### src/adcsq_pkg.sv
// Package of constants and types for the converter sequencer
package adcsq_pkg;

  // ----------------------------------------
  // Register byte offsets
  // ----------------------------------------
  localparam logic [7:0] OFS_STATUS = 8'h00;
  localparam logic [7:0] OFS_CONTROL = 8'h04;
  localparam logic [7:0] OFS_DATA0 = 8'h20;
  localparam logic [7:0] OFS_DATA_LAST = 8'h5C;

  // ----------------------------------------
  // Field positions and reset values
  // ----------------------------------------
  localparam int POS_FLAG = 7;
  localparam int POS_IE = 6;
  localparam int POS_START = 5;
  localparam logic [7:0] CTRL_RESET = 8'h00;
  localparam logic [7:0] STAT_RESET = 8'h00;
  localparam logic [7:0] CTRL_WMASK = 8'hFC;
  localparam logic [7:0] STAT_WMASK = 8'h6F;

  // ----------------------------------------
  // Cycle counts per clock select code
  // ----------------------------------------
  localparam logic [9:0] FIRST_00 = 10'h212;
  localparam logic [9:0] FIRST_01 = 10'h10A;
  localparam logic [9:0] FIRST_10 = 10'h086;
  localparam logic [9:0] FIRST_11 = 10'h044;
  localparam logic [9:0] NEXT_00 = 10'h200;
  localparam logic [9:0] NEXT_01 = 10'h100;
  localparam logic [9:0] NEXT_10 = 10'h080;
  localparam logic [9:0] NEXT_11 = 10'h040;
  localparam logic [9:0] DLY_00 = 10'h012;
  localparam logic [9:0] DLY_01 = 10'h00A;
  localparam logic [9:0] DLY_10 = 10'h006;
  localparam logic [9:0] DLY_11 = 10'h004;
  localparam logic [3:0] SAR_BITS = 4'hA;

  // ----------------------------------------
  // Types
  // ----------------------------------------
  typedef struct packed {
    logic [1:0] trig_sel;
    logic scan_enable_bit;
    logic scan_size_bit;
    logic [1:0] clk_sel;
    logic [1:0] rsvd;
  } adcsq_ctrl_t;

  typedef enum logic [1:0] {
    ST_WAIT = 2'b00,
    ST_DELAY = 2'b01,
    ST_CONV = 2'b10
  } adcsq_state_t;

endpackage

### src/adcsq_top.sv
// Converter sequencer with AHB-Lite register slave
`timescale 1ns/1ps
// Contract
// [RULE1] Two-bit trigger select enables hardware starts; 01 selects timer unit a.
// [RULE2] Mode field: upper bit 0 single, 10 four-channel scan, 11 eight-channel scan.
// [RULE3] Clock select codes give 530, 266, 134, 68 state conversion times.
// [RULE4] Software writes clock select only while start bit is 0.
// [RULE5] Control bits 1 and 0 read 0, ignore writes; others reset to 0.
// [RULE6] Successive approximation gives a 10-bit result per channel.
// [RULE7] Software clears start bit before changing mode or channel.
// [RULE8] One write may set start together with new mode or channel; code starts from the channel held before that write.
// [RULE9] Single mode converts once and stores into that channel's register.
// [RULE10] Single completion sets end flag; irq when enable is 1.
// [RULE11] Single: start bit self-clears at end; clearing it stops to wait.
// [RULE12] Four-scan group start from upper channel bits; eight-scan starts at 0.
// [RULE13] Scan stores each channel result on its completion, in order.
// [RULE14] Group done sets flag, irq if enabled, restarts at first channel.
// [RULE15] Scan repeats while start is 1; clear stops; set restarts group.
// [RULE16] Start delay precedes sampling; 18 to 33 slowest, 4 to 5 fastest.
// [RULE17] Start delay varies with write timing against conversion clock phase.
// [RULE18] First scan conversion takes the single-mode time including delay.
// [RULE19] Later scan conversions take 512, 256, 128 or 64 states.
// [RULE20] Trigger select 11: falling edge on trigger pin sets start bit.
// [RULE21] Pin-started conversion behaves exactly like a software start.
// [RULE22] Reset or standby entry clears the start bit in scan mode.
// [RULE23] End flag clears only by writing 0; writing 1 has no effect.
// [RULE24] Interrupt request high only while enable and end flag are 1.
// [RULE25] Triggers sampled on system clock; ignored while start bit is 1.
module adcsq_top
  import adcsq_pkg::*;
#(
  parameter int NCH = 16
) (
  // Clock and reset
  input wire logic CLK,
  input wire logic ARST_N,
  // AHB-Lite slave
  input wire logic HSEL,
  input wire logic [7:0] HADDR,
  input wire logic [1:0] HTRANS,
  input wire logic HWRITE,
  input wire logic [2:0] HSIZE,
  input wire logic [31:0] HWDATA,
  input wire logic HREADY,
  output logic [31:0] HRDATA,
  output logic HREADYOUT,
  output logic HRESP,
  // Triggers and power states
  input wire logic TIMER_UNIT_A_TRIG,
  input wire logic TIMER_UNIT_B_TRIG,
  input wire logic EXT_TRIGGER_PIN,
  input wire logic STANDBY,
  // Analog front end
  output logic [3:0] ANALOG_CHANNEL,
  output logic SAMPLE_HOLD,
  output logic [9:0] DAC_CODE,
  input wire logic COMP_HIGH,
  // Interrupt request
  output logic CONVERSION_END_IRQ
);

  // ----------------------------------------
  // Declarations
  // ----------------------------------------
  adcsq_ctrl_t ctrl_ff;
  logic [7:0] stat_ff;
  logic [9:0] data_ff [NCH];
  adcsq_state_t state_ff;
  logic [9:0] cnt_ff;
  logic [9:0] sar_ff;
  logic [3:0] bit_ff;
  logic [3:0] chan_ff;
  logic first_ff;
  logic [4:0] phase_ff;
  logic pin_ff;
  logic wr_pend_ff;
  logic [7:0] addr_ff;
  logic [31:0] rdata_ff;
  logic irq_ff;
  logic sh_ff;
  logic [9:0] dac_ff;

  // ----------------------------------------
  // Bus decode
  // ----------------------------------------
  wire addr_phase = HSEL & HREADY & HTRANS[1];
  wire wr_ctrl = wr_pend_ff & (addr_ff == OFS_CONTROL);
  wire wr_stat = wr_pend_ff & (addr_ff == OFS_STATUS);
  wire [7:0] wbyte = HWDATA[7:0];
  wire start_now = stat_ff[POS_START];
  wire scan_mode = ctrl_ff.scan_enable_bit;
  wire [3:0] ch_sel = stat_ff[3:0];
  wire [1:0] cks = ctrl_ff.clk_sel;
  wire [7:0] nxt_ctrl = wr_ctrl ? (wbyte & CTRL_WMASK) : ctrl_ff;

  // Data register index from a byte address
  function automatic logic [3:0] data_index(input logic [7:0] a);
    logic [7:0] d;
    d = a - OFS_DATA0;
    return d[5:2];
  endfunction

  wire rd_is_data = (HADDR >= OFS_DATA0) & (HADDR <= OFS_DATA_LAST);

  // ----------------------------------------
  // Trigger sampling
  // ----------------------------------------
  wire pin_fall = pin_ff & ~EXT_TRIGGER_PIN;
  wire hw_trig = (ctrl_ff.trig_sel == 2'b01) ? TIMER_UNIT_A_TRIG : //RULE1
                 (ctrl_ff.trig_sel == 2'b10) ? TIMER_UNIT_B_TRIG :
                 (ctrl_ff.trig_sel == 2'b11) ? pin_fall : 1'b0; //RULE20
  wire trig_start = hw_trig & ~start_now; //RULE25

  // ----------------------------------------
  // Group and timing selection
  // ----------------------------------------
  wire [3:0] grp_first = ~scan_mode ? ch_sel :
                         ctrl_ff.scan_size_bit ? 4'h0 : {ch_sel[3:2], 2'b00}; //RULE12
  wire [3:0] grp_last = ~scan_mode ? ch_sel :
                        ctrl_ff.scan_size_bit ? {1'b0, ch_sel[2:0]} : ch_sel; //RULE2
  wire [9:0] first_time = (cks == 2'b00) ? FIRST_00 : (cks == 2'b01) ? FIRST_01 :
                          (cks == 2'b10) ? FIRST_10 : FIRST_11; //RULE3
  wire [9:0] next_time = (cks == 2'b00) ? NEXT_00 : (cks == 2'b01) ? NEXT_01 :
                         (cks == 2'b10) ? NEXT_10 : NEXT_11; //RULE19
  wire [9:0] dly_base = (cks == 2'b00) ? DLY_00 : (cks == 2'b01) ? DLY_01 :
                        (cks == 2'b10) ? DLY_10 : DLY_11;
  wire [4:0] phase_mask = (cks == 2'b00) ? 5'h0F : (cks == 2'b01) ? 5'h07 :
                          (cks == 2'b10) ? 5'h03 : 5'h01;
  wire [9:0] dly_time = dly_base + {5'h00, phase_ff & phase_mask}; //RULE17
  wire [9:0] slot = scan_mode & ~first_ff ? next_time : first_time; //RULE18
  wire [9:0] conv_time = slot - dly_base - {5'h00, phase_mask}; //RULE16
  wire [9:0] per_bit = conv_time >> 4;

  // ----------------------------------------
  // Start bit and sequencer events
  // ----------------------------------------
  wire sw_start = wr_stat & wbyte[POS_START] & ~start_now; //RULE8
  wire sw_stop = wr_stat & ~wbyte[POS_START];
  wire begin_conv = sw_start | trig_start; //RULE21
  wire conv_done = (state_ff == ST_CONV) & (cnt_ff == 10'h001) & start_now & ~sw_stop;
  wire grp_done = conv_done & (chan_ff == grp_last);
  wire end_evt = grp_done; //RULE10 RULE14
  wire stop_now = sw_stop | STANDBY; //RULE11 RULE22
  wire [9:0] trial = sar_ff | (10'h200 >> bit_ff);
  wire bit_tick = (state_ff == ST_CONV) & ~sh_ff & (cnt_ff > 10'h001) &
                  (cnt_ff[1:0] == 2'b01) & (bit_ff < SAR_BITS);

  // ----------------------------------------
  // Control register
  // ----------------------------------------
  always_ff @(posedge CLK or negedge ARST_N) begin
    if (!ARST_N) begin
      ctrl_ff <= CTRL_RESET; //RULE5
    end else if (wr_ctrl) begin
      ctrl_ff <= nxt_ctrl; //RULE5
    end
  end

  // ----------------------------------------
  // Status register
  // ----------------------------------------
  logic [7:0] nxt_stat;
  always_comb begin
    nxt_stat = stat_ff;
    if (wr_stat) begin
      nxt_stat = (stat_ff & ~STAT_WMASK) | (wbyte & STAT_WMASK);
      if (!wbyte[POS_FLAG]) begin
        nxt_stat[POS_FLAG] = 1'b0; //RULE23
      end
    end
    if (trig_start) begin
      nxt_stat[POS_START] = 1'b1; //RULE20
    end
    if (STANDBY) begin
      nxt_stat[POS_START] = 1'b0; //RULE22
    end
    if (grp_done & ~scan_mode) begin
      nxt_stat[POS_START] = 1'b0; //RULE11
    end
    if (end_evt) begin
      nxt_stat[POS_FLAG] = 1'b1; //RULE10
    end
  end

  always_ff @(posedge CLK or negedge ARST_N) begin
    if (!ARST_N) begin
      stat_ff <= STAT_RESET;
    end else begin
      stat_ff <= nxt_stat;
    end
  end

  // ----------------------------------------
  // Sequencer
  // ----------------------------------------
  always_ff @(posedge CLK or negedge ARST_N) begin
    if (!ARST_N) begin
      state_ff <= ST_WAIT;
      cnt_ff <= 10'h000;
      chan_ff <= 4'h0;
      first_ff <= 1'b1;
      sar_ff <= 10'h000;
      bit_ff <= 4'h0;
      sh_ff <= 1'b0;
    end else if (stop_now) begin
      state_ff <= ST_WAIT; //RULE11
      sh_ff <= 1'b0;
    end else begin
      case (state_ff)
        ST_WAIT: begin
          if (begin_conv) begin
            state_ff <= ST_DELAY; //RULE16
            chan_ff <= grp_first; //RULE15
            first_ff <= 1'b1;
            cnt_ff <= dly_time;
          end
        end
        ST_DELAY: begin
          if (cnt_ff <= 10'h001) begin
            state_ff <= ST_CONV;
            cnt_ff <= conv_time;
            sar_ff <= 10'h000;
            bit_ff <= 4'h0;
            sh_ff <= 1'b1;
          end else begin
            cnt_ff <= cnt_ff - 10'h001;
          end
        end
        ST_CONV: begin
          cnt_ff <= cnt_ff - 10'h001;
          if (cnt_ff == conv_time - per_bit) begin
            sh_ff <= 1'b0;
          end
          if (bit_tick) begin
            sar_ff <= COMP_HIGH ? trial : sar_ff; //RULE6
            bit_ff <= bit_ff + 4'h1;
          end
          if (conv_done) begin
            sh_ff <= 1'b1;
            sar_ff <= 10'h000;
            bit_ff <= 4'h0;
            first_ff <= 1'b0;
            if (grp_done & ~scan_mode) begin
              state_ff <= ST_WAIT; //RULE9
              sh_ff <= 1'b0;
            end else begin
              chan_ff <= grp_done ? grp_first : chan_ff + 4'h1; //RULE14
              cnt_ff <= next_time; //RULE19
            end
          end
        end
        default: begin
          state_ff <= ST_WAIT;
        end
      endcase
    end
  end

  // ----------------------------------------
  // Result registers
  // ----------------------------------------
  genvar gi;
  generate
    for (gi = 0; gi < NCH; gi++) begin : g_data
      always_ff @(posedge CLK or negedge ARST_N) begin
        if (!ARST_N) begin
          data_ff[gi] <= 10'h000;
        end else if (conv_done & (chan_ff == 4'(gi))) begin
          data_ff[gi] <= sar_ff; //RULE9 RULE13
        end
      end
    end
  endgenerate

  // ----------------------------------------
  // Bus slave and outputs
  // ----------------------------------------
  wire [31:0] rd_mux = (HADDR == OFS_STATUS) ? {24'h000000, nxt_stat} :
                       (HADDR == OFS_CONTROL) ? {24'h000000, nxt_ctrl} :
                       rd_is_data ? {22'h000000, data_ff[data_index(HADDR)]} : 32'h00000000;

  always_ff @(posedge CLK or negedge ARST_N) begin
    if (!ARST_N) begin
      wr_pend_ff <= 1'b0;
      addr_ff <= 8'h00;
      rdata_ff <= 32'h00000000;
      pin_ff <= 1'b1;
      phase_ff <= 5'h00;
      irq_ff <= 1'b0;
      dac_ff <= 10'h000;
    end else begin
      wr_pend_ff <= addr_phase & HWRITE;
      addr_ff <= addr_phase ? HADDR : addr_ff;
      rdata_ff <= addr_phase ? rd_mux : rdata_ff;
      pin_ff <= EXT_TRIGGER_PIN;
      phase_ff <= phase_ff + 5'h01;
      irq_ff <= nxt_stat[POS_IE] & nxt_stat[POS_FLAG]; //RULE24
      dac_ff <= trial;
    end
  end

  assign HRDATA = rdata_ff;
  assign HREADYOUT = 1'b1;
  assign HRESP = 1'b0;
  assign ANALOG_CHANNEL = chan_ff;
  assign SAMPLE_HOLD = sh_ff;
  assign DAC_CODE = dac_ff;
  assign CONVERSION_END_IRQ = irq_ff;

  // ----------------------------------------
  // Assertions
  // ----------------------------------------
  irq_follow_a: assert property (@(posedge CLK) disable iff (!ARST_N) //RULE24
    CONVERSION_END_IRQ == $past(stat_ff[POS_IE] & stat_ff[POS_FLAG]) || $past(end_evt | wr_stat))
    else $error("irq does not follow flag and enable");
  rsvd_zero_a: assert property (@(posedge CLK) disable iff (!ARST_N) //RULE5
    ctrl_ff[1:0] == 2'b00) else $error("reserved control bits set");
  flag_set_a: assert property (@(posedge CLK) disable iff (!ARST_N) //RULE10
    end_evt |=> stat_ff[POS_FLAG]) else $error("end flag not set");
  flag_one_a: assert property (@(posedge CLK) disable iff (!ARST_N) //RULE23
    wr_stat & wbyte[POS_FLAG] & ~stat_ff[POS_FLAG] & ~end_evt |=> ~stat_ff[POS_FLAG])
    else $error("writing one set end flag");
  single_clr_a: assert property (@(posedge CLK) disable iff (!ARST_N) //RULE11
    grp_done & ~scan_mode & ~trig_start |=> ~stat_ff[POS_START])
    else $error("start bit not cleared in single mode");
  scan_keep_a: assert property (@(posedge CLK) disable iff (!ARST_N) //RULE15
    grp_done & scan_mode & ~STANDBY |=> stat_ff[POS_START] && state_ff == ST_CONV)
    else $error("scan did not continue");
  ext_trig_a: assert property (@(posedge CLK) disable iff (!ARST_N) //RULE20
    ctrl_ff.trig_sel == 2'b11 && pin_fall && !start_now && !STANDBY |=> stat_ff[POS_START])
    else $error("pin edge did not start");
  scan_next_a: assert property (@(posedge CLK) disable iff (!ARST_N) //RULE19
    conv_done & scan_mode & ~stop_now |=> cnt_ff == $past(next_time))
    else $error("scan slot length wrong");
  stop_wait_a: assert property (@(posedge CLK) disable iff (!ARST_N) //RULE22
    STANDBY |=> state_ff == ST_WAIT && !stat_ff[POS_START])
    else $error("standby did not stop");
  sar_bits_a: assert property (@(posedge CLK) disable iff (!ARST_N) //RULE6
    conv_done |-> bit_ff == SAR_BITS) else $error("result has unresolved bits");
  start_dly_a: assert property (@(posedge CLK) disable iff (!ARST_N) //RULE16
    state_ff == ST_WAIT && begin_conv && !stop_now && !wr_ctrl |=>
      state_ff == ST_DELAY && cnt_ff >= dly_base && cnt_ff <= dly_base + {5'h00, phase_mask})
    else $error("start delay out of range");

endmodule

### config.mk
export PLATFORM = sky130hd
export DESIGN_NAME = adcsq_top
export DESIGN_NICKNAME = d
export VERILOG_FILES = /design/src/adcsq_pkg.sv /design/src/adcsq_top.sv
export SDC_FILE = /design/constraint.sdc
export NUM_CORES = 1
export LEC_CHECK = 0
export ABC_AREA = 1
export BUFFER_PORTS_ARGS = -buffer_cell sky130_fd_sc_hd__buf_2
export CAP_MARGIN = 20
export CELL_PAD_IN_SITES_DETAIL_PLACEMENT = 1
export CELL_PAD_IN_SITES_GLOBAL_PLACEMENT = 1
export CORE_AREA = 2 2 178 180
export CTS_CLUSTER_DIAMETER = 50
export DETAILED_ROUTE_END_ITERATION = 7
export DIE_AREA = 0 0 180 182
export HOLD_SLACK_MARGIN = 0.05
export PLACE_DENSITY = 0.76
export SLEW_MARGIN = 20
export SYNTH_ARGS = -nofsm -noshare
export SYNTH_HDL_FRONTEND = slang
export SYNTH_SLANG_ARGS = --single-unit
### constraint.sdc
create_clock -name CLK -period 3.35 [get_ports CLK]
set_input_delay 0.1675 -clock CLK [delete_from_list [all_inputs] [get_ports CLK]]
set_output_delay 0.1675 -clock CLK [all_outputs]
set_load 0.05 [all_outputs]
# Word-level counts from Yosys, hierarchy flattened
# Index checks and enable logic that the tools add are counted.
dict set report totals {
  ff_bits 266
  elab_cells 226
  inputBits 55
}
dict set report classes {
  n_lt_le_gt_ge 6
  n_reduce_logical 16
  n_mux 67
  n_addsub 9
  n_eq_ne 39
  shifts 1
  bitwise_logic 52
}
# operator n
set op_table {}
lappend op_table {{2-to-1 mux 10 bit} 16}
lappend op_table {{2-to-1 mux 4 bit} 13}
lappend op_table {{binary-select mux 10 bit (select 4 bit)} 1}
lappend op_table {{bitwise AND 1 bit} 38}
lappend op_table {{== test 4 bit (second input constant)} 8}
lappend op_table {{2-to-1 mux 8 bit} 4}
lappend op_table {{case mux 10 bit (3 select lines)} 1}
lappend op_table {{case mux 10 bit (2 select lines)} 1}
lappend op_table {{2-to-1 mux 9 bit} 2}
lappend op_table {{== test 4 x 3 -> 1 bit (second input constant)} 4}
lappend op_table {{== test 8 x 3 -> 1 bit (second input constant)} 2}
lappend op_table {{zero test 8 bit} 2}
lappend op_table {{case mux 4 bit (2 select lines)} 2}
lappend op_table {{2-to-1 mux 1 bit} 15}
lappend op_table {{inequality test 3 bit (second input constant)} 5}
lappend op_table {{2-to-1 mux 2 bit} 7}
lappend op_table {{AND reduction 4 bit} 3}
lappend op_table {{== test 10 x 1 -> 1 bit (second input constant)} 1}
lappend op_table {{== test 10 bit} 1}
lappend op_table {{greater-than comparator 10 x 1 -> 1 bit (second input constant)} 1}
lappend op_table {{less-or-equal comparator 10 x 1 -> 1 bit (second input constant)} 1}
lappend op_table {{bitwise OR 10 bit} 1}
lappend op_table {{AND reduction 5 bit} 2}
lappend op_table {{>> shifter 10 x 4 -> 10 bit (first input constant)} 1}
lappend op_table {{34 further kinds} 58}

# Logic depth before layout (Yosys ltp)
# Gate-level depths: netlist of the first run.
dict set report logic_depth {
  depth_word 13
  depth_mapped 24
  ltp_nobuf 23
}

# Least setup slack after synthesis of the first run
# Ideal clock, no wire load.
dict set report synth_timing {
  kind {register to register}
  start {register ctrl_ff, in the netlist cks[1]}
  end {register sh_ff (netlist: SAMPLE_HOLD)}
  slack_ps 401
  t_required_ps 3231
  path_stages_with_launch 24
  setup_time_ps 119
  synth_period_minus_slack_ps 2949
  arrival_time_ps 2830
  path_cell_list {dfrtp_1 buf_2 inv_1 nand2_1 nor2_1 ha_1 ha_1 nand2_1 nand2_1 a21oi_1 nand3_1 nand2_1 inv_1 ha_1 xor2_1 nand3b_1 nand2_1 inv_1 nor2_1 nand3_1 nand2_1 nand2_1 nand2_1 nand2_1}
}
dict set report synth_between {
  elab_chain_cells 11
}
# element line
set synth_rtl {}
lappend synth_rtl {{start, declared} adcsq_top.sv:65} ;# adcsq_ctrl_t ctrl_ff;
lappend synth_rtl {{start signal, assigned} adcsq_top.sv:155} ;# ctrl_ff <= nxt_ctrl;
lappend synth_rtl {{== test 2 bit} --}
lappend synth_rtl {{2-to-1 mux 8 bit (on tied branches)} {adcsq_top.sv:122, adcsq_top.sv:124}}
lappend synth_rtl {{2-to-1 mux 9 bit (on tied branches)} {adcsq_top.sv:121, adcsq_top.sv:123}}
lappend synth_rtl {{2-to-1 mux 10 bit (on tied branches)} {adcsq_top.sv:121, adcsq_top.sv:123}}
lappend synth_rtl {{2-to-1 mux 10 bit} adcsq_top.sv:130} ;# wire [9:0] slot = scan_mode & ~first_ff ? next_time : first_time;
lappend synth_rtl {{subtractor 10 x 5 -> 10 bit} adcsq_top.sv:131} ;# wire [9:0] conv_time = slot - dly_base - {5'h00, phase_mask};
lappend synth_rtl {{subtractor 10 x 4 -> 10 bit (*)} adcsq_top.sv:131}
lappend synth_rtl {{subtractor 10 x 6 -> 10 bit (*)} adcsq_top.sv:231} ;# if (cnt_ff == conv_time - per_bit) begin
lappend synth_rtl {{== test 10 bit (*)} adcsq_top.sv:231}
lappend synth_rtl {{inequality test 4 x 3 -> 1 bit (no source line) (*)} --}
lappend synth_rtl {{AND reduction 3 bit (no source line) (*)} --}
lappend synth_rtl {{end signal, assigned} adcsq_top.sv:232} ;# sh_ff <= 1'b0;
lappend synth_rtl {{end signal, assigned} adcsq_top.sv:239} ;# sh_ff <= 1'b1;
lappend synth_rtl {{end signal, assigned} adcsq_top.sv:245} ;# sh_ff <= 1'b0;
lappend synth_rtl {{end, declared} adcsq_top.sv:80} ;# logic sh_ff;
# Every way passes the cells marked *; elsewhere a longest branch is shown, timed or not.
# A chain may end at the register's enable or synchronous reset.

# Final worst setup path of the first run
dict set report layout_timing {
  start {register first_ff}
  end {register sh_ff (netlist: SAMPLE_HOLD)}
}
dict set report layout_between {
  elab_chain_cells 9
}
# element line
set layout_rtl {}
lappend layout_rtl {{start, declared} adcsq_top.sv:73} ;# logic first_ff;
lappend layout_rtl {{start signal, assigned} adcsq_top.sv:201} ;# first_ff <= 1'b1;
lappend layout_rtl {{start signal, assigned} adcsq_top.sv:214} ;# first_ff <= 1'b1;
lappend layout_rtl {{start signal, assigned} adcsq_top.sv:242} ;# first_ff <= 1'b0;
lappend layout_rtl {{inverter 1 bit} adcsq_top.sv:130}
lappend layout_rtl {{bitwise AND 1 bit} adcsq_top.sv:130}
lappend layout_rtl {{2-to-1 mux 10 bit} adcsq_top.sv:130}
lappend layout_rtl {{subtractor 10 x 5 -> 10 bit} adcsq_top.sv:131}
lappend layout_rtl {{subtractor 10 x 4 -> 10 bit} adcsq_top.sv:131}
lappend layout_rtl {{subtractor 10 x 6 -> 10 bit} adcsq_top.sv:231}
lappend layout_rtl {{== test 10 bit} adcsq_top.sv:231}
lappend layout_rtl {{inequality test 4 x 3 -> 1 bit (no source line)} --}
lappend layout_rtl {{AND reduction 3 bit (no source line)} --}
# No other way between the ends.

==> summary.md, run 1 <==
| Metric | Value |
|---|---|
| Outcome | finished, final reports clean |
| Worst Setup SP | first_ff$_DFFE_PN1P_ |
| Clock buffer depth | 3 |
| Adder-cell area share of the yosys netlist | 0.0282 |
| Netlist cell types | 45 |
| Final Critical Period | 3100 ps |
| Pwr per Cell Area | 639 nW/um^2 |
| Hpwl dp | 24.7 mm |
| Width of the die | 180 um |
| CP Data Arrival Time | 3540 ps |
| Pin count of the biggest net entering global routing | 114 |
| Hold Path Origin | HWDATA[5] |
| Final-report max-slew violation count | 0 |
| FF+latch count, synth | 242 |
| Synth Area in Compound Gates | 0.134 |
| I/O pin total | 105 |
| 1st-iter DRT viols | 626 |
| Clk sinks | 242 |
| Vias in the first global route | 11,200 |
| Final cell count without fillers | 2,009 |
| Via count | 10,600 |
| Internal | 0.00597 W |
| Power, Total | 0.00899 W |
| Worst-skew pair later-pin latency | 580 ps |
| Fmax | 323 MHz |
| Share of layout cells above drive strength 1 | 0.111 |
| Synth Cell Area | 12,200 sq um |
| Max-cap violations | 0 |
| Seq pwr share | 0.366 |
| Initial antenna violation count | 0 |
| Post-synth ARST share | 1.00 |
| Tot GR Track Use | 0.226 |
| Final setup TNS | 0 ps |
| Slew headroom | 0.363 |
| Final hold violation count | 0 |
| Critical path required time | 3790 ps |
| Simple-gate share of the synthesized area | 0.246 |
| CP Class | flip-flop to flip-flop |
| CTS tree | done |
| Post-synth top flop | dfrtp_1 |
| Total routed wirelength | 37.0 mm |
| Sequential share of the synthesized area | 0.495 |
| Worst Tran Pin Value | 953 ps |
| Main combinational cell family by area after synthesis | simple AND/OR/NAND/NOR gates |
| Area grow syn2layout | 14.9% |
| Post-synthesis xor/xnor area fraction | 0.0150 |
| Sw Pwr | 0.00301 W |
| Core Rows | 65 |
| Syn Area/Cell | 7.94 sq um |
| Cells after DPL | 1,936 |
| Total Nets Final | 1,665 |
| Routed Antenna Nets | 0 |
| Startpoint types | flip-flop |
| Die Ht | 182 um |
| Clock share of power | 0.402 |
| Worst-path clk slew | 60 ps |
| First-pass GRT wire length | 60.1 mm |
| Combinational power share | 0.233 |
| GP Congestion | 0.871 |
| H-tree lvl count | 1 |
| YS warnings | 0 |
| Port-buffer cells | 52 |
| Initial Util | 0.395 |
| Nature of the critical path endpoint | flip-flop |
| Grt ovf | 0 |
| Peak VDD IR | 0.000411 V |
| Final period util | 0.924 |
| Routed length per placed instance | 18.4 um |
| Synth Instances | 1,543 |
| Worst Hold Class | input pin to flip-flop |
| Clock Skew | 38.6 ps |
| Pleak | 6.85 nW |
| Die Area | 32,800 sq um |
| CORE AREA | 31,000 sq um |
| Antenna cells | 0 |
| Switching share of power | 0.335 |
| Critical Path Fanout Max | 5 |
| Final setup viols | 0 |
| Finished Core Util | 0.454 |
| DR DRC count | 0 |
| FF-to-FF setup slack | 250 ps |
| RR Startpoint | first_ff$_DFFE_PN1P_ |
| Clk root buf | clkbuf_16 |
| Number of CTS-inserted buffers | 30 |
| Number of flops mapped to enable cells by yosys | 0 |
| Post-synthesis mux area share | 0 |
| Via density | 5.25 |
| Iteration count of the initial detailed-routing pass | 4 |
==> worst max-delay path: stages (launching register included) <==
cell,delay (ps)
dfstp_2,560
nor2_4,60
nor2_2,80
ha_1,230
ha_1,330
nand2_1,90
nand2_1,60
a21oi_2,140
nand3_2,110
nand2_2,100
inv_1,50
ha_1,290
xor2_1,170
nand3b_1,170
nand2_1,70
inv_1,40
nor2_1,80
nand3_1,120
nand2_1,110
nand2_1,50
nand2_1,60
nand2_1,40
==> kinds of logic (layout without fill, tap and decap cells) <==
| logic type | count (synthesis) | after routing |
|---|---|---|
| compound gates | 296 | 296 |
| simple gates | 726 | 726 |
| other cells | 2 | 25 |
| fa+ha+maj | 27 | 27 |
| xor+xnor | 21 | 21 |
| flops | 242 | 242 |
| buf+inv | 229 | 270 |
==> power by group through the flow <==
stage	Clock [W]	Combinational (W)	Sequential, W
finish	0.00361	0.00209	0.00329
floorplan	0	0.00135	0.00343
global placement	0	0.00199	0.00332
CTS	0.00368	0.00208	0.00328
detailed placement	0	0.00206	0.00333
global route	0.00380	0.00236	0.00330
==> layer usage <==
layer	vias up	routed length, um	track usage
li1	5028	-	-
met1	5277	17100	0.305
met2	186	17600	0.388
met3	60	1490	0.0283
met4	0	833	0.0576
met5	-	0	0
==> final timing paths <==
path	endpoint	cells after the start
max	SAMPLE_HOLD$_DFFE_PN0P_	21
min	scan_mode$_DFFE_PN0P_	3
max reg2reg	SAMPLE_HOLD$_DFFE_PN0P_	21
min reg2reg	data_ff[126]$_DFFE_PN0P_	2
max in group asynchronous	data_ff[11]$_DFFE_PN0P_	3
min in group asynchronous	addr_ff[1]$_DFFE_PN0P_	2
==> synthesized netlist by cell type, types with 3 or more instances <==
cell	count	area share
o21a_1	3	0.0018
buf_4	25	0.015
nand3b_1	5	0.0031
o221ai_1	16	0.011
nand2_1	483	0.15
xor2_1	15	0.011
a31oi_1	4	0.0020
or2_2	13	0.0066
nand3_1	95	0.039
o22ai_1	3	0.0015
buf_2	27	0.011
xnor2_1	6	0.0043
clkbuf_1	49	0.015
ha_1	26	0.027
o21ai_0	204	0.083
inv_1	118	0.036
nand2_2	3	0.0015
dfrtp_1	240	0.49
inv_2	4	0.0012
nor2_1	94	0.029
buf_1	3	0.00092
nor3_2	4	0.0033
o211ai_1	10	0.0061
nand4_1	9	0.0046
nor3_1	4	0.0016
nor2_2	8	0.0041
a21oi_1	38	0.016
o2111ai_1	9	0.0064
==> layout by cell type, fill, tap and decap left out, types with 4 or more instances in the layout <==
cell,Yosys,routed
buf_2,27,51
nand3_1,95,94
inv_1,118,115
nand3b_1,5,5
xnor2_1,6,6
o211ai_1,10,10
a31oi_1,4,4
dfrtp_1,240,239
dlygate4sd3_1,0,15
nand2_1,483,481
nor2_2,8,9
o221ai_1,16,16
or2_2,13,13
conb_1,2,25
inv_6,0,4
inv_2,4,7
buf_4,25,22
clkbuf_16,0,30
o21ai_0,204,204
nand2_2,3,5
bufinv_16,0,6
nand4_1,9,9
xor2_1,15,15
o2111ai_1,9,9
nor2_1,94,92
a21oi_1,38,37
nor3_1,4,4
ha_1,26,26
nor3_2,4,4
clkbuf_8,0,6
==> sequential cells by signal (all words and copies together), names as in the netlist, 4 cells and up <==
signal,count
DAC_CODE,10
sar_ff,10
HRDATA,10
cnt_ff,10
phase_ff,4
ANALOG_CHANNEL,4
ctrl_ff,5
data_ff,160
bit_ff,4
addr_ff,8
stat_ff,7
==> cell type report <==
class                   count  area [sq um]
clock inverters            17           289
repair buffers             90           606
well taps                 402           503
multi-input cells        1095          5310
inverters                 124           465
flip-flops and latches    242          6060
clock buffers              39           845
fillers                  3735         16900
==> repair_timing <==
item,in CTS,in global routing
endpoints found under the setup margin,0,1
hold buffers,15,0
gates resized for setup,0,11
endpoints found under the hold margin,125,0
buffers inserted,0,2
==> per-stage QoR <==
stage | setup slack [ps] | hold WS [ps] | instance area [sq um]
floorplan | 401 | -128 | 12300
global placement | 207 | 285 | 12700
detailed placement | 94.2 | 286 | 12700
CTS | 78.5 | 69.7 | 14000
global route | -5.69 | 122 | 14100
finish | 254 | 98.0 | 14100
No activity file was read; power rests on OpenSTA's default activity.
==> run 2, diff against run 1 <==
- ABC_AREA: 1 -> not set
- CORE_AREA: 2 2 178 180 -> 2 2 179 181
- DIE_AREA: 0 0 180 182 -> 0 0 181 183
- PLACE_DENSITY: 0.76 -> 0.71
==> summary.md, run 2 <==
| Metric | Value |
|---|---|
| Final hold violation count | 0 (unchanged) |
| Hpwl dp | 21.1 mm (was 24.7 mm) |
| 1st-iter DRT viols | 439 (was 626) |
| Pre-CTS setup slack | -54.1 ps (was 94.2 ps) |
| CP Data Arrival Time | 3690 ps (was 3540 ps) |
| Count leader, synth | dfrtp_1 (was nand2_1) |
| Clk sinks | 242 (unchanged) |
| Number of CTS-inserted buffers | 28 (was 30) |
| Iteration count of the initial detailed-routing pass | 4 (unchanged) |
| Cell Area, Placed | 13,100 sq um (was 12,700 sq um) |
| Worst-skew pair later-pin latency | 550 ps (was 580 ps) |
| FF-to-FF setup slack | 80 ps (was 250 ps) |
| Final-report max-slew violation count | 0 (unchanged) |
| Clock buffer depth | 3 (unchanged) |
| Worst setup margin | 82.9 ps (was 254 ps) |
| Most frequent cells in the layout | 240 x dfrtp_1, 182 x mux2_2, 51 x buf_2, 49 x nand2_1, 46 x nor2_1 (was 481 x nand2_1, 239 x dfrtp_1, 204 x o21ai_0, 115 x inv_1, 94 x nand3_1) |
| Final Cell Area | 14,300 sq um (was 14,100 sq um) |
| Total Nets Final | 1,163 (was 1,665) |
| Post-synth top flop | dfrtp_1 (unchanged) |
| Worst-path clk slew | 50 ps (was 60 ps) |
| Share of layout cells above drive strength 1 | 0.365 (was 0.111) |
| Final cell count without fillers | 1,502 (was 2,009) |
| Post-synth top area cell | dfrtp_1 (unchanged) |
| R2r worst-path depth | 13 (was 21) |
| FF+latch count, synth | 242 (unchanged) |
| Fmax | 306 MHz (was 323 MHz) |
| Initial Util | 0.396 (was 0.395) |
| CORE AREA | 31,200 sq um (was 31,000 sq um) |
| Number of flops mapped to enable cells by yosys | 0 (unchanged) |
| Outcome | finished, final reports clean (unchanged) |
| Final setup viols | 0 (unchanged) |
| Leading cell type in the layout, fill and taps excluded | dfrtp_1 (was nand2_1) |
| Peak VDD IR | 0.000348 V (was 0.000411 V) |
| Core Rows | 65 (unchanged) |
| Hold depth | 3 (unchanged) |
| Synth Cell Area | 12,400 sq um (was 12,200 sq um) |
| Netlist cell types | 68 (was 45) |
| GP Congestion | 0.821 (was 0.871) |
| Cells after DPL | 1,429 (was 1,936) |
| Pin count of the biggest net entering global routing | 90 (was 114) |
| I/O pin total | 105 (unchanged) |
| Hold Path End | scan_mode$_DFFE_PN0P_ (unchanged) |
| Largest register FFs | 160 (unchanged) |
| Final Critical Period | 3270 ps (was 3100 ps) |
| Area contributors post-synth | dfrtp_1 49%, mux2_2 17%, mux4_2 7.3% (was dfrtp_1 49%, nand2_1 15%, o21ai_0 8.3%) |
| Via count | 8,178 (was 10,600) |
| Final setup TNS | 0 ps (unchanged) |
| Final period util | 0.975 (was 0.924) |
| Worst Hold Class | input pin to flip-flop (unchanged) |
| Yosys top cell area share | 0.485 (was 0.490) |
| Routed length per placed instance | 20.9 um (was 18.4 um) |
| CTS tree | done (unchanged) |
| CP Class | flip-flop to flip-flop (unchanged) |
| Initial antenna violation count | 0 (unchanged) |
| Vias in the first global route | 8,850 (was 11,200) |
| Pleak | 6.88 nW (was 6.85 nW) |
| Nature of the critical path endpoint | flip-flop (unchanged) |
| Met3 Usage GRT | 0.0246 (was 0.0283) |
| Area grow syn2layout | 15.7% (was 14.9%) |
| RR Startpoint | first_ff$_DFFE_PN1P_ (unchanged) |
| Startpoint types | flip-flop (unchanged) |
| Worst Tran Pin Value | 893 ps (was 953 ps) |
| DR DRC count | 0 (unchanged) |
| Pwr per Cell Area | 583 nW/um^2 (was 639 nW/um^2) |
| Total routed wirelength | 31.4 mm (was 37.0 mm) |
| Via density | 5.44 (was 5.25) |
| GR Layer Usage met1 | 0.257 (was 0.305) |
| Antenna cells | 0 (unchanged) |
| Critical Path Fanout Max | 4 (was 5) |
| Biggest register | data_ff (unchanged) |
| Hold Path Origin | HWDATA[5] (unchanged) |
| YS warnings | 0 (unchanged) |
| Slew headroom | 0.405 (was 0.363) |
| Die Ht | 183 um (was 182 um) |
| Critical path required time | 3780 ps (was 3790 ps) |
| Gr busiest metal | met2 (unchanged) |
| Routed Antenna Nets | 0 (unchanged) |
| Most instantiated cells after synthesis | 240 x dfrtp_1, 182 x mux2_2, 49 x nand2_1 (was 483 x nand2_1, 240 x dfrtp_1, 204 x o21ai_0) |
| Port-buffer cells | 52 (unchanged) |
| Clk root buf | clkbuf_16 (unchanged) |
| R2R Path End | SAMPLE_HOLD$_DFFE_PN0P_ (unchanged) |
| Tot GR Track Use | 0.192 (was 0.226) |
| Max-cap violations | 0 (unchanged) |
| Width of the die | 181 um (was 180 um) |
| Syn Area/Cell | 12.4 sq um (was 7.94 sq um) |
| GRT met2 Usage | 0.341 (was 0.388) |
| Die Area | 33,100 sq um (was 32,800 sq um) |
| H-tree lvl count | 1 (unchanged) |
| Sequential share of the synthesized area | 0.490 (was 0.495) |
| First-pass GRT wire length | 50.4 mm (was 60.1 mm) |
| Post-synth ARST share | 1.00 (unchanged) |
| Grt ovf | 0 (unchanged) |
| Clock Skew | 24.4 ps (was 38.6 ps) |
| Synth Instances | 996 (was 1,543) |
[run 2: final cells by class]
cell class	instances	area (sq um)
clock buffer	39	812
clock inverter	10	148
fill	3226	16900
inverter	32	120
multi-input combinational	672	5950
sequential	242	6060
tap	402	503
timing repair buffer	105	731
[run 2: stage by stage]
stage               total power [W]  hold WS (ps)   util
global placement            0.00515           231  0.419
global route                0.00876           197  0.458
floorplan                   0.00465          -128      -
detailed placement          0.00520           237  0.419
CTS                         0.00839           140  0.455
finish                      0.00835           157  0.458
[run 2: worst max path at each step]
stage                         start                 endpoint  slack [ps]  cells past startpoint
6_report       first_ff$_DFFE_PN1P_  SAMPLE_HOLD$_DFFE_PN0P_          80                     13
5_1_grt        first_ff$_DFFE_PN1P_  SAMPLE_HOLD$_DFFE_PN0P_         -40                     16
4_1_cts          cks[1]$_DFFE_PN0P_  SAMPLE_HOLD$_DFFE_PN0P_           6                     15
3_5_place_dp     cks[1]$_DFFE_PN0P_  SAMPLE_HOLD$_DFFE_PN0P_         -50                     15
3_3_place_gp   first_ff$_DFFE_PN1P_  SAMPLE_HOLD$_DFFE_PN0P_          80                     15
2_1_floorplan    cks[1]$_DFFE_PN0P_  SAMPLE_HOLD$_DFFE_PN0P_         180                     15
[run 2: what timing repair did]
action                     4_1_cts  5_1_grt
gates resized for setup          2        5
hold endpoints to repair       108        0
hold buffers                    15        0
pin swaps                        0        8
setup endpoints to repair        1        1
setup buffers                    0        8
[run 2: kinds of logic after synthesis]
kind of cell / after synthesis / synth area share
other: 2 / 0.000607
and+or+nand+nor: 213 / 0.0968
xor gates and xnor gates: 18 / 0.0127
adders and majority gates: 27 / 0.0279
buffers and inverters: 105 / 0.0405
DFF: 242 / 0.490
AOI/OAI and AO/OA: 147 / 0.0770
muxes: 242 / 0.255
[run 2: metal layers]
layer / wire, um / part of all wire
met1: 13800 / 0.44
met2: 16000 / 0.51
met3: 1140 / 0.036
met4: 425 / 0.014
met5: 0 / 0
[run 2: where the power goes]
group          internal (W)  total (W)  switching (W)
sequential          0.00306    0.00328       0.000214
combinational      0.000659    0.00194        0.00129
clock               0.00192    0.00313        0.00121
total               0.00564    0.00835        0.00271
[run 2: worst max-delay path, cell delays in order (launching register included)]
cell and delay (ps):
dfstp_2 550, nor2b_1 60, buf_4 130, nor2_1 100, ha_1 270, fa_1 620, ha_4 220, nor2b_1 120
o22ai_1 190, and3_1 200, nor4_2 50, a31o_2 260, buf_4 130, a311oi_1 240
